`config.mk`:
```
export PLATFORM = sky130hd
export DESIGN_NAME = spdp_bank
export DESIGN_NICKNAME = d
export VERILOG_FILES = /design/src/rtl/spdp_pkg.sv /design/src/rtl/spdp_bank.sv
export VERILOG_INCLUDE_DIRS = /design/src /design/src/rtl
export SDC_FILE = /design/constraint.sdc
export NUM_CORES = 1
export LEC_CHECK = 0
export BUFFER_PORTS_ARGS = -buffer_cell sky130_fd_sc_hd__buf_2
export CORE_MARGIN = 2
export CORE_UTILIZATION = 59
export DETAILED_ROUTE_END_ITERATION = 12
export PLACE_DENSITY_LB_ADDON = 0.15
export SLEW_MARGIN = 15
export SYNTH_ARGS = -nofsm -noshare
export SYNTH_HDL_FRONTEND = slang
export SYNTH_SLANG_ARGS = --single-unit
```
`constraint.sdc`:
```
create_clock -name clock_i -period 6.55 [get_ports clock_i]
set_clock_uncertainty 0.15 [all_clocks]
set_input_delay 1.31 -clock clock_i [delete_from_list [all_inputs] [get_ports clock_i]]
set_output_delay 1.31 -clock clock_i [all_outputs]
set_load 0.005 [all_outputs]
```
`src/rtl/spdp_regs.svh`:
```
// register offsets, field positions, reset values and codes of the debug port register bank
// assumes it is included by its bare name from the package, which the bank module imports
`ifndef SPDP_REGS_SVH
`define SPDP_REGS_SVH
// offsets within the debug register space
`define SPDP_OFS_REV_STATUS 4'h0
`define SPDP_OFS_ERR_STATUS 4'h1
`define SPDP_OFS_CTRL_PRI 4'h2
`define SPDP_OFS_CTRL_SEC 4'h3
`define SPDP_OFS_KEY_STATUS 4'h7
`define SPDP_OFS_RST_REQ 4'h8
`define SPDP_OFS_CLK_CTRL 4'h9
`define SPDP_OFS_SYS_CTRL 4'ha
`define SPDP_OFS_SYS_STATUS 4'hb
`define SPDP_OFS_CRC_STATUS 4'hc
// field positions
`define SPDP_BIT_INTER_BYTE_DELAY_EN 7
`define SPDP_BIT_PARITY_IGN 5
`define SPDP_BIT_TMO_OFF 4
`define SPDP_BIT_RSIG_OFF 3
`define SPDP_BIT_NACK_OFF 4
`define SPDP_BIT_COLL_OFF 3
`define SPDP_BIT_PORT_DIS 2
`define SPDP_BIT_KEY_UROW 5
`define SPDP_BIT_KEY_PROG 4
`define SPDP_BIT_KEY_ERASE 3
`define SPDP_BIT_SYSTEM_CLOCK_REQUEST 0
`define SPDP_BIT_UROW_FINAL 1
`define SPDP_BIT_RSTSYS 5
`define SPDP_BIT_INSLEEP 4
`define SPDP_BIT_PROG_RDY 3
`define SPDP_BIT_UROW_RDY 2
`define SPDP_BIT_LOCKED 0
`define SPDP_BIT_RST_HELD 0
`define SPDP_GUARD_HI 2
// writable bits of the primary control register; bit 6 is reserved
`define SPDP_CTRL_PRI_MASK 8'hbf
// reset values and constants
`define SPDP_RST_CTRL_PRI 8'h00
`define SPDP_RESET_SIGNATURE 8'h59
`define SPDP_GUARD_OFF 3'h7
`define SPDP_GUARD_BASE 8'h80
`define SPDP_IDLE_CHARS 2
`define SPDP_CHAR_BITS 12
`define SPDP_TIMEOUT_CYCLES 65536
// error signature codes
`define SPDP_ERR_NONE 3'h0
`define SPDP_ERR_PARITY 3'h1
`define SPDP_ERR_FRAME 3'h2
`define SPDP_ERR_TIMEOUT 3'h3
`define SPDP_ERR_START 3'h4
`define SPDP_ERR_CONTENTION 3'h7
`endif

```
`src/rtl/spdp_pkg.sv`:
```
// types shared by the debug port register bank
// assumes spdp_regs.svh sits beside it
package spdp_pkg;
  `include "spdp_regs.svh"
  // register access from the link instruction decoder
  typedef struct packed {
    logic rd;
    logic wr;
    logic [3:0] addr;
    logic [7:0] wdata;
  } spdp_acc_type;
  // error events raised by the physical layer
  typedef struct packed {
    logic parity;
    logic frame;
    logic start;
    logic contention;
  } spdp_err_type;
  // spacing machine of the transmitter
  typedef enum logic [1:0] {
    SPDP_TX_IDLE = 2'b00,
    SPDP_TX_GUARD = 2'b01,
    SPDP_TX_GAP = 2'b10
  } spdp_tx_type;
endpackage

```
`src/rtl/spdp_bank.sv`:
```
// configuration and status register bank of the single-pin debug port
// assumes the link instruction decoder, phy and access layer share clock_i
`timescale 1ns/1ps

// Behaviour
// - bank reachable only by debug instructions
// - phy registers 0x0-0x3, access 0x4-0xC
// - revision read-only at bits 7:4
// - error signature loaded on error, read clears
// - codes 1 parity, 2 stop, 4 start
// - code 3 timeout, 7 contention, 5-6 reserved
// - inter-byte gap of two idle characters
// - parity ignore suppresses parity errors
// - access response within 65536 cycles else timeout
// - response signature off stops response signatures
// - guard time 128 down to 2, 7 none
// - nack off suppresses reset-time nack
// - collision detection while disable bit is zero
// - port disable resets settings, keys, clock request
// - bit 5 reads user-row key active
// - bit 4 program key, cleared on done
// - reset signature holds system reset, bit 0
// - bit 3 erase key, cleared on done
// - clock request held until cleared or disabled
module spdp_bank
  import spdp_pkg::*;
#(
  parameter int BAUD_DIV = 25, // port clock cycles per link bit
  parameter int TIMEOUT_CYCLES = `SPDP_TIMEOUT_CYCLES, // access layer response limit
  parameter logic [3:0] PORT_REV = 4'h3 // arbitrary revision value
) (
  // clock and reset
  input wire logic clock_i,
  input wire logic srst_i,
  // register access from the link instruction decoder
  input wire spdp_acc_type acc_i,
  output logic [7:0] acc_rdata_o,
  output logic acc_rvalid_o,
  // phy events and handshakes
  input wire spdp_err_type err_i,
  input wire logic tx_active_i,
  input wire logic rx_to_tx_i,
  input wire logic tx_byte_done_i,
  input wire logic multi_byte_i,
  input wire logic resp_wait_i,
  input wire logic acc_resp_i,
  input wire logic nack_req_i,
  input wire logic link_wake_i,
  // key and system events from the access layer
  input wire logic key_urow_set_i,
  input wire logic key_prog_set_i,
  input wire logic key_erase_set_i,
  input wire logic prog_done_i,
  input wire logic erase_done_i,
  input wire logic sys_reset_active_i,
  input wire logic sys_sleep_i,
  input wire logic prog_ready_i,
  input wire logic urow_ready_i,
  input wire logic dev_locked_i,
  input wire logic [2:0] crc_status_i,
  // controls towards phy and system
  output logic tx_hold_o,
  output logic parity_check_en_o,
  output logic resp_sig_en_o,
  output logic collision_detect_en_o,
  output logic nack_send_o,
  output logic timeout_o,
  output logic phy_enable_o,
  output logic phy_reset_o,
  output logic sys_reset_req_o,
  output logic sys_clock_req_o,
  output logic urow_final_o,
  output logic [2:0] key_status_o
);

  localparam int GAP_BITS = `SPDP_IDLE_CHARS * `SPDP_CHAR_BITS;
  localparam int TW = $clog2(TIMEOUT_CYCLES + 1);
  localparam int DW = $clog2(BAUD_DIV + 1);

  // refuse settings the counters cannot serve
  if (BAUD_DIV < 1 || TIMEOUT_CYCLES < 2) begin : g_bad_params
    $error("spdp_bank: BAUD_DIV must be >= 1 and TIMEOUT_CYCLES >= 2");
  end

  // all state of the bank
  typedef struct packed {
    logic [7:0] ctrl_pri; // primary link control
    logic nack_off; // nack suppression
    logic coll_off; // collision detection disable
    logic [2:0] err_sig; // error signature
    logic [2:0] keys; // user row, program, erase keys
    logic rst_held; // system reset held by signature
    logic clk_req; // system clock request
    logic rstsys; // sticky system reset seen
    logic port_off; // phy disabled
    logic [7:0] rdata; // read data
    logic rvalid; // read answer pulse
    logic [TW-1:0] tmo_cnt; // response wait counter
    logic timeout; // timeout pulse
    logic [DW-1:0] div_cnt; // bit tick divider
    logic [7:0] gap_cnt; // remaining spacing bits
    spdp_tx_type tx_st; // transmitter spacing state
    logic phy_rst; // phy reset pulse
    logic urow_final; // user row final pulse
    logic nack; // nack pulse
  } spdp_state_type;

  spdp_state_type st_r;
  spdp_state_type st_nxt;

  // guard time in bit periods: code n gives 128 >> n
  function automatic logic [7:0] guard_bits(input logic [2:0] sel);
    guard_bits = `SPDP_GUARD_BASE >> sel;
  endfunction

  // read mux; unmapped and reserved bits return zero
  function automatic logic [7:0] read_mux(input spdp_state_type s, input logic [3:0] a, input logic [7:0] sys_st,
                                          input logic [2:0] crc);
    read_mux = 8'h00;
    case (a)
      `SPDP_OFS_REV_STATUS: read_mux = {PORT_REV, 4'h0};
      `SPDP_OFS_ERR_STATUS: read_mux = {5'h00, s.err_sig};
      `SPDP_OFS_CTRL_PRI: read_mux = s.ctrl_pri;
      `SPDP_OFS_CTRL_SEC: begin
        read_mux[`SPDP_BIT_NACK_OFF] = s.nack_off;
        read_mux[`SPDP_BIT_COLL_OFF] = s.coll_off;
      end
      `SPDP_OFS_KEY_STATUS: begin
        read_mux[`SPDP_BIT_KEY_UROW] = s.keys[2];
        read_mux[`SPDP_BIT_KEY_PROG] = s.keys[1];
        read_mux[`SPDP_BIT_KEY_ERASE] = s.keys[0];
      end
      `SPDP_OFS_RST_REQ: read_mux[`SPDP_BIT_RST_HELD] = s.rst_held;
      `SPDP_OFS_SYS_CTRL: read_mux[`SPDP_BIT_SYSTEM_CLOCK_REQUEST] = s.clk_req;
      `SPDP_OFS_SYS_STATUS: read_mux = sys_st;
      `SPDP_OFS_CRC_STATUS: read_mux = {5'h00, crc};
      default: read_mux = 8'h00;
    endcase
  endfunction

  // status view of the system domain
  logic [7:0] sys_status;
  always_comb begin
    sys_status = 8'h00;
    sys_status[`SPDP_BIT_RSTSYS] = st_r.rstsys;
    sys_status[`SPDP_BIT_INSLEEP] = sys_sleep_i;
    sys_status[`SPDP_BIT_PROG_RDY] = prog_ready_i;
    sys_status[`SPDP_BIT_UROW_RDY] = urow_ready_i;
    sys_status[`SPDP_BIT_LOCKED] = dev_locked_i;
  end

  // next state of the whole bank
  always_comb begin
    logic wr;
    logic rd;
    logic bit_tick;
    logic par_err;
    logic coll_err;
    logic [2:0] new_err;
    wr = acc_i.wr;
    rd = acc_i.rd;
    bit_tick = 1'b0;
    par_err = 1'b0;
    coll_err = 1'b0;
    new_err = `SPDP_ERR_NONE;
    st_nxt = st_r;
    st_nxt.rvalid = 1'b0;
    st_nxt.timeout = 1'b0;
    st_nxt.phy_rst = 1'b0;
    st_nxt.urow_final = 1'b0;
    st_nxt.nack = 1'b0;

    // bit tick divider; restarts with each spacing period
    if (st_r.div_cnt == DW'(BAUD_DIV - 1) || st_r.tx_st == SPDP_TX_IDLE) begin
      st_nxt.div_cnt = '0;
      bit_tick = st_r.tx_st != SPDP_TX_IDLE;
    end else begin
      st_nxt.div_cnt = st_r.div_cnt + 1'b1;
    end

    // error detection: contention first, then timeout, start, frame, parity
    par_err = err_i.parity && !st_r.ctrl_pri[`SPDP_BIT_PARITY_IGN];
    coll_err = err_i.contention && tx_active_i && !st_r.coll_off;
    if (coll_err) begin
      new_err = `SPDP_ERR_CONTENTION;
    end else if (st_r.timeout) begin
      new_err = `SPDP_ERR_TIMEOUT;
    end else if (err_i.start) begin
      new_err = `SPDP_ERR_START;
    end else if (err_i.frame) begin
      new_err = `SPDP_ERR_FRAME;
    end else if (par_err) begin
      new_err = `SPDP_ERR_PARITY;
    end

    // access layer response watchdog
    if (resp_wait_i && !acc_resp_i && !st_r.ctrl_pri[`SPDP_BIT_TMO_OFF]) begin
      if (st_r.tmo_cnt == TW'(TIMEOUT_CYCLES - 1)) begin
        st_nxt.timeout = 1'b1;
        st_nxt.tmo_cnt = '0;
      end else begin
        st_nxt.tmo_cnt = st_r.tmo_cnt + 1'b1;
      end
    end else begin
      st_nxt.tmo_cnt = '0;
    end

    // transmitter spacing machine
    case (st_r.tx_st)
      SPDP_TX_IDLE: begin
        if (rx_to_tx_i && st_r.ctrl_pri[`SPDP_GUARD_HI:0] != `SPDP_GUARD_OFF) begin
          st_nxt.tx_st = SPDP_TX_GUARD;
          st_nxt.gap_cnt = guard_bits(st_r.ctrl_pri[`SPDP_GUARD_HI:0]);
        end else if (tx_byte_done_i && multi_byte_i && st_r.ctrl_pri[`SPDP_BIT_INTER_BYTE_DELAY_EN]) begin
          st_nxt.tx_st = SPDP_TX_GAP;
          st_nxt.gap_cnt = 8'(GAP_BITS);
        end
      end
      SPDP_TX_GUARD, SPDP_TX_GAP: begin
        if (bit_tick) begin
          st_nxt.gap_cnt = st_r.gap_cnt - 1'b1;
          if (st_r.gap_cnt == 8'h01) begin
            st_nxt.tx_st = SPDP_TX_IDLE;
          end
        end
      end
      default: st_nxt.tx_st = SPDP_TX_IDLE;
    endcase

    // nack on a system reset during a load or store
    st_nxt.nack = nack_req_i && !st_r.nack_off;

    // key activation; program and erase keys clear at sequence end, user row key by write
    if (key_urow_set_i) begin
      st_nxt.keys[2] = 1'b1;
    end else if (wr && acc_i.addr == `SPDP_OFS_KEY_STATUS && acc_i.wdata[`SPDP_BIT_KEY_UROW]) begin
      st_nxt.keys[2] = 1'b0;
    end
    if (key_prog_set_i) begin
      st_nxt.keys[1] = 1'b1;
    end else if (prog_done_i) begin
      st_nxt.keys[1] = 1'b0;
    end
    if (key_erase_set_i) begin
      st_nxt.keys[0] = 1'b1;
    end else if (erase_done_i) begin
      st_nxt.keys[0] = 1'b0;
    end

    // register reads and their side effects; a new event beats the clear
    if (rd) begin
      st_nxt.rvalid = 1'b1;
      st_nxt.rdata = read_mux(st_r, acc_i.addr, sys_status, crc_status_i);
      if (acc_i.addr == `SPDP_OFS_ERR_STATUS) begin
        st_nxt.err_sig = `SPDP_ERR_NONE;
      end
      if (acc_i.addr == `SPDP_OFS_SYS_STATUS) begin
        st_nxt.rstsys = 1'b0;
      end
    end
    if (new_err != `SPDP_ERR_NONE) begin
      st_nxt.err_sig = new_err;
    end
    if (sys_reset_active_i || st_r.rst_held) begin
      st_nxt.rstsys = 1'b1;
    end

    // register writes; reserved bits are dropped
    if (wr) begin
      case (acc_i.addr)
        `SPDP_OFS_CTRL_PRI: st_nxt.ctrl_pri = acc_i.wdata & `SPDP_CTRL_PRI_MASK;
        `SPDP_OFS_CTRL_SEC: begin
          st_nxt.nack_off = acc_i.wdata[`SPDP_BIT_NACK_OFF];
          st_nxt.coll_off = acc_i.wdata[`SPDP_BIT_COLL_OFF];
        end
        `SPDP_OFS_RST_REQ: st_nxt.rst_held = acc_i.wdata == `SPDP_RESET_SIGNATURE;
        `SPDP_OFS_SYS_CTRL: begin
          st_nxt.clk_req = acc_i.wdata[`SPDP_BIT_SYSTEM_CLOCK_REQUEST];
          st_nxt.urow_final = acc_i.wdata[`SPDP_BIT_UROW_FINAL] && st_r.keys[2];
        end
        default: ;
      endcase
    end

    // port disable: back to defaults, keys and clock request dropped
    if (wr && acc_i.addr == `SPDP_OFS_CTRL_SEC && acc_i.wdata[`SPDP_BIT_PORT_DIS]) begin
      st_nxt.ctrl_pri = `SPDP_RST_CTRL_PRI;
      st_nxt.nack_off = 1'b0;
      st_nxt.coll_off = 1'b0;
      st_nxt.err_sig = `SPDP_ERR_NONE;
      st_nxt.keys = 3'b000;
      st_nxt.clk_req = 1'b0;
      st_nxt.tx_st = SPDP_TX_IDLE;
      st_nxt.gap_cnt = 8'h00;
      st_nxt.tmo_cnt = '0;
      st_nxt.port_off = 1'b1;
      st_nxt.phy_rst = 1'b1;
    end else if (st_r.port_off && link_wake_i) begin
      // a fresh link attempt enables the port with the clock requested
      st_nxt.port_off = 1'b0;
      st_nxt.clk_req = 1'b1;
    end
  end

  // state register; the system reset held from the bank does not reset the bank itself
  always_ff @(posedge clock_i) begin
    if (srst_i) begin
      st_r <= '0;
      st_r.ctrl_pri <= `SPDP_RST_CTRL_PRI;
      st_r.clk_req <= 1'b1;
      st_r.tx_st <= SPDP_TX_IDLE;
    end else begin
      st_r <= st_nxt;
    end
  end

  // outputs
  assign acc_rdata_o = st_r.rdata;
  assign acc_rvalid_o = st_r.rvalid;
  assign tx_hold_o = st_r.tx_st != SPDP_TX_IDLE;
  assign parity_check_en_o = !st_r.ctrl_pri[`SPDP_BIT_PARITY_IGN];
  assign resp_sig_en_o = !st_r.ctrl_pri[`SPDP_BIT_RSIG_OFF];
  assign collision_detect_en_o = !st_r.coll_off;
  assign nack_send_o = st_r.nack;
  assign timeout_o = st_r.timeout;
  assign phy_enable_o = !st_r.port_off;
  assign phy_reset_o = st_r.phy_rst;
  assign sys_reset_req_o = st_r.rst_held;
  assign sys_clock_req_o = st_r.clk_req && !st_r.port_off;
  assign urow_final_o = st_r.urow_final;
  assign key_status_o = st_r.keys;

endmodule // spdp_bank

```
# Word level (Yosys, flattened, before mapping)
# Cells that the tools add are included.
# Widths: inputs -> output; s select.
classes:
  n_div: 0
  n_lt_le_gt_ge: 0
  eq_ne: 18
  n_mul: 0
  bitwise: 3
  reduce_logical: 54
  shift: 1
  n_addsub: 3
  n_mux: 38
op_table:
  columns: ["operator", "n"]
  rows:
  - ["$mux 10", 3]
  - ["$mux 1", 20]
  - ["$reduce_bool 2->1", 10]
  - ["$mux 3", 6]
  - ["$add 17x1->17 const B", 1]
  - ["$eq 17x16->1 const B", 1]
  - ["$eq 4x4->1 const B", 4]
  - ["$logic_and 1x1->1", 16]
  - ["$pmux 8 s2", 1]
  - ["$reduce_and 2->1", 6]
  - ["$pmux 2 s5", 1]
  - ["$reduce_bool 3->1", 3]
  - ["$eq 4x2->1 const B", 2]
  - ["$eq 8x1->1 const B", 1]
  - ["$eq 8x7->1 const B", 1]
  - ["$pmux 2 s4", 1]
  - ["$reduce_or 2->1", 4]
  - ["$shr 8x3->8 const A", 1]
  - ["$sub 8x1->8 const B", 1]
  - ["$logic_not 1->1", 7]
  - ["$mux 2", 3]
  - ["$pmux 1 s6", 1]
  - ["$reduce_and 3->1", 2]
  - ["$add 5x1->5 const B", 1]
  - ["16 further kinds", 20]
totals:
  reg_bits: 64
  wordCells: 138
  mem_count: 0
  latch_bits: 0
  mem_bits_ro: 0
  input_bits: 41
  output_inout_bits: 23
  mem_bits_rw: 0

# Longest topological paths before layout
depth:
  depth_word: 10
  depth_mapped: 9
  depth_no_buf: 7

# Worst setup path after synthesis
# Ideal clock, no wire load.
synth_path:
  kind: "input -> register"
  from: "input srst_i"
  to: "register st_r[27] in the netlist's numbering"
  required_ps: 6338
  path_slack_ps: 3753
  setup_time_ps: 62
  path_stages: 6
  n_path_buf: 3
  t_arrival_ps: 2585
  path_cell_list: "buf_6 -> or4b_1 -> or3_1 -> buf_6 -> buf_12 -> nor2_4"
synth_between:
  elab_chain_len: 1
synth_rtl:
  columns: ["item", "line_no", "text"]
  rows:
  - ["from (decl)", "spdp_bank.sv:34", "input wire logic srst_i,"]
  - ["$reduce_or 4->1 (no source line)", null, null]
  - ["to (signal assigned)", "spdp_bank.sv:313", "st_r <= st_nxt;"]
  - ["to (decl)", "spdp_bank.sv:108", "spdp_state_type st_r;"]
# No other way between the ends.
# A chain may end at the register's enable or synchronous reset.

# Final worst setup path
layout_path:
  from: "input acc_i[9] in the netlist's numbering"
  to: "register st_r[33] in the netlist's numbering"
layout_between:
  elab_chain_len: 4
layout_rtl:
  columns: ["item", "line_no", "text"]
  rows:
  - ["from (decl)", "spdp_bank.sv:36", "input wire spdp_acc_type acc_i,"]
  - ["$eq 4x2->1", null, null]
  - ["$logic_and 1x1->1 (no source line)", null, null]
  - ["$logic_and 1x1->1", "spdp_bank.sv:286", "if (wr && acc_i.addr == `SPDP_OFS_CTRL_SEC && acc_i.wdata[`SPDP_BIT_PORT_DIS]) begin"]
  - ["$reduce_or 4->1 (no source line)", null, null]
# No other way between the ends.

==> results.md <==
- Total global routing overflow: 0
- Setup repair bufs after CTS: 0
- Mean area per synthesized cell: 8.25 um2
- Tmin final: 3.03 ns
- Post-Route WL: 7300 um
- Worst slew pin tran: 1.02 ns
- CP Launch Type: primary input
- CTS tree: built
- Rows: 27
- Global-route wire length before repair: 12200 um
- Max-cap violations: 0
- Starting Density: 60.7%
- Synth Register Bits: 63
- Hold Vio Cnt, Final: 0
- # fillers: 474
- TritonCTS buffer count: 9
- Layer with the highest usage: met2
- Sink Count: 63
- PwrDens: 228 nW/um2
- Routability Congestion: 0.901
- Clk_lat worst skew: 0.33 ns
- Routed wire length per instance: 14.0 um
- Area growth, synth to finish: 12.3%
- Sequential area share after synthesis: 38.2%
- Clock buffer depth: 2
- Share of cells above drive strength 1: 20.3%
- Mapped Area: 3300 um2
- Clock-pin slew on the worst setup and hold paths: 0.06 ns
- Top cell type's share of synthesized area: 38.2%
- Initial antenna violation count: 0
- Final net count: 492
- Achievable Freq: 0.330 GHz
- # setup viols final: 0
- Largest area contributor in the netlist: dfxtp_1
- Post-cts gate resize count: 0
- Pleak: 1.42 nW
- GRT Util Overall: 24.8%
- Final HPWL from detailed placement: 5350 um
- Die width: 78.8 um
- Worst path arrival time: 3.04 ns
- Largest cells by area after synthesis: dfxtp_1 38%, a21oi_1 4.7%, nor2_1 4.7%, nand2_1 3.2%, nand3_1 3.2%
- Initial DRT Pass Iterations: 5
- N_diodes: 0
- Synth unique cells: 58
- Number of placed I/O pins: 64
- Vias in the first global route: 2732
- Count of buffers from port buffering: 62
- CTS H-tree lvls: 3
- Rel. slew slack: 32.1%
- DRC: 0
- Syn. warnings: 0
- Total power: 0.847 mW
- Worst VDD drop: 0.145 mV
- Endpoint type of the worst setup path: flop
- Post-DRT Antenna Nets: 0
- Die area: 6210 um2
- Main synth FF type: dfxtp_1
- Vias per cell: 5.67
- Largest net degree at the start of global routing: 26
- Async SR Flop Fraction: 0%
- Met1 Use GR: 30.9%
- Worst endpoint required time: 6.56 ns
- Die H: 78.8 um
- Max Slew Vio Count: 0
- Clock Tree Root: clkbuf_8
- Min-delay worst type: reg2reg
- Grt met2 use: 42.4%
- Setup TNS: 0 ns
- Kind of critical path: in2reg
- Mapped Cells: 400
- Met3 GRT Util: 5.11%
- Vias: 2947
- Max FO, Critical Path: 17
- Cts hold-fix bufs: 0
- Net Count, Synth: 449
- Period utilisation layout: 46.2%
- Post-synth EDFFs: 0
- Outcome: finished, final reports clean
- Setup repair after global routing missed its margin: no
- Core area: 5440 um2
- Initial DRC count: 255
==> critical path: stages <==
cell and delay (ns):
buf_2 0.23, nor2b_1 0.27, and4_1 0.31, or3_1 0.81, a21oi_1 0.09
==> cell families after synthesis <==
family | synth area share [%]
AOI/OAI and AO/OA | 16.9
xor gates and xnor gates | 4.25
adders and majority gates | 3.03
buffers and inverters | 8.98
DFF | 38.2
muxes | 2.16
other | 0.114
and+or+nand+nor | 26.3
==> Yosys cell counts, drive strengths merged, types with 2 or more instances <==
| cell type | number |
|---|---|
| and4b | 2 |
| or4 | 2 |
| o21a | 2 |
| and4 | 3 |
| xor2 | 7 |
| nand3b | 3 |
| a211oi | 7 |
| nand4b | 2 |
| clkbuf | 10 |
| buf | 20 |
| a221oi | 4 |
| nor4b | 2 |
| nand3 | 21 |
| a22oi | 4 |
| nor2 | 51 |
| nor2b | 9 |
| nor3b | 3 |
| xnor2 | 9 |
| ha | 8 |
| a32oi | 2 |
| nor3 | 8 |
| or4b | 2 |
| a41o | 2 |
| mux2i | 6 |
| o21ai | 21 |
| nand2 | 28 |
| and3 | 4 |
| a31oi | 3 |
| nand4 | 5 |
| nand2b | 5 |
| a21oi | 32 |
| inv | 27 |
| a311oi | 2 |
| dfxtp | 63 |
| or3 | 6 |
==> sequential cells by signal, indices dropped and copies added, names as in the netlist <==
name and count:
acc_rdata_o 7, acc_rvalid_o 1, key_status_o 3, nack_send_o 1, phy_reset_o 1, st_r 47, sys_reset_req_o 1, timeout_o 1
urow_final_o 1
==> metrics by stage <==
stage               hold WS (ns)  std cells  setup WS (ns)  area, um2  utilization (%)
global placement           0.288        504           3.21       3520             64.6
floorplan                  0.270        400           3.75       3300                -
finish                     0.300        520           3.52       3710             68.1
CTS                        0.300        520           3.54       3710             68.1
global route               0.316        520           3.35       3710             68.1
detailed placement         0.293        504           3.17       3520             64.6
==> layout by cell type (no fill, tap or decap), types with 3 or more instances in the layout <==
cell type and n:
a22oi_1 4, nand2_1 28, dfxtp_1 63, nor2_4 7, a221oi_1 4, and3_1 4, nand2b_1 5, buf_2 62
mux2i_1 6, ha_1 8, xor2_1 7, nor2_1 41, a211oi_1 7, nand3b_1 3, nor2_2 3, clkbuf_8 10
clkinv_2 3, o21ai_0 21, inv_1 27, nor3b_1 3, or3_1 6, and4_1 3, nor3_1 8, xnor2_1 9
nand4_1 5, a31oi_1 3, nand3_1 21, nor2b_1 9, a21oi_1 31
==> cell type report <==
type                            count  area [um2]  share of cell area [%]
Clock buffer                       12         145                    3.92
Clock inverter                      4        45.0                    1.22
Inverter                           28         105                    2.84
Multi-Input combinational cell    279        1750                    47.2
Sequential cell                    63        1260                    34.0
Tap cell                           72        90.1                    2.43
Timing Repair Buffer               62         310                    8.37
==> worst paths after layout <==
path / slack, ns / startpoint / cells past startpoint / endpoint
max: 3.52 / acc_i[9] / 5 / st_r[33]$_SDFF_PP0_
min reg2reg: 0.30 / acc_rdata_o[7]$_SDFFE_PP0P_ / 2 / acc_rdata_o[7]$_SDFFE_PP0P_
max reg2reg: 3.86 / st_r[19]$_SDFF_PP0_ / 7 / st_r[33]$_SDFF_PP0_
min: 0.30 / acc_rdata_o[7]$_SDFFE_PP0P_ / 2 / acc_rdata_o[7]$_SDFFE_PP0P_
==> power breakdown <==
group	internal, mW	total, mW	switching, mW	leakage [nW]
registers	0.396	0.406	0.0105	0.512
logic	0.0443	0.111	0.0669	0.805
clock network	0.185	0.329	0.145	0.100
==> per-layer routing <==
metal  part of all wire [%]  wire length (um)  vias up
met1                     45              3280     1388
met3                    5.5               400       11
met5                      0                 0        -
li1                       -                 -     1474
met2                     48              3520       74
met4                    1.4               102        0
No activity file was read; power rests on OpenSTA's default activity.
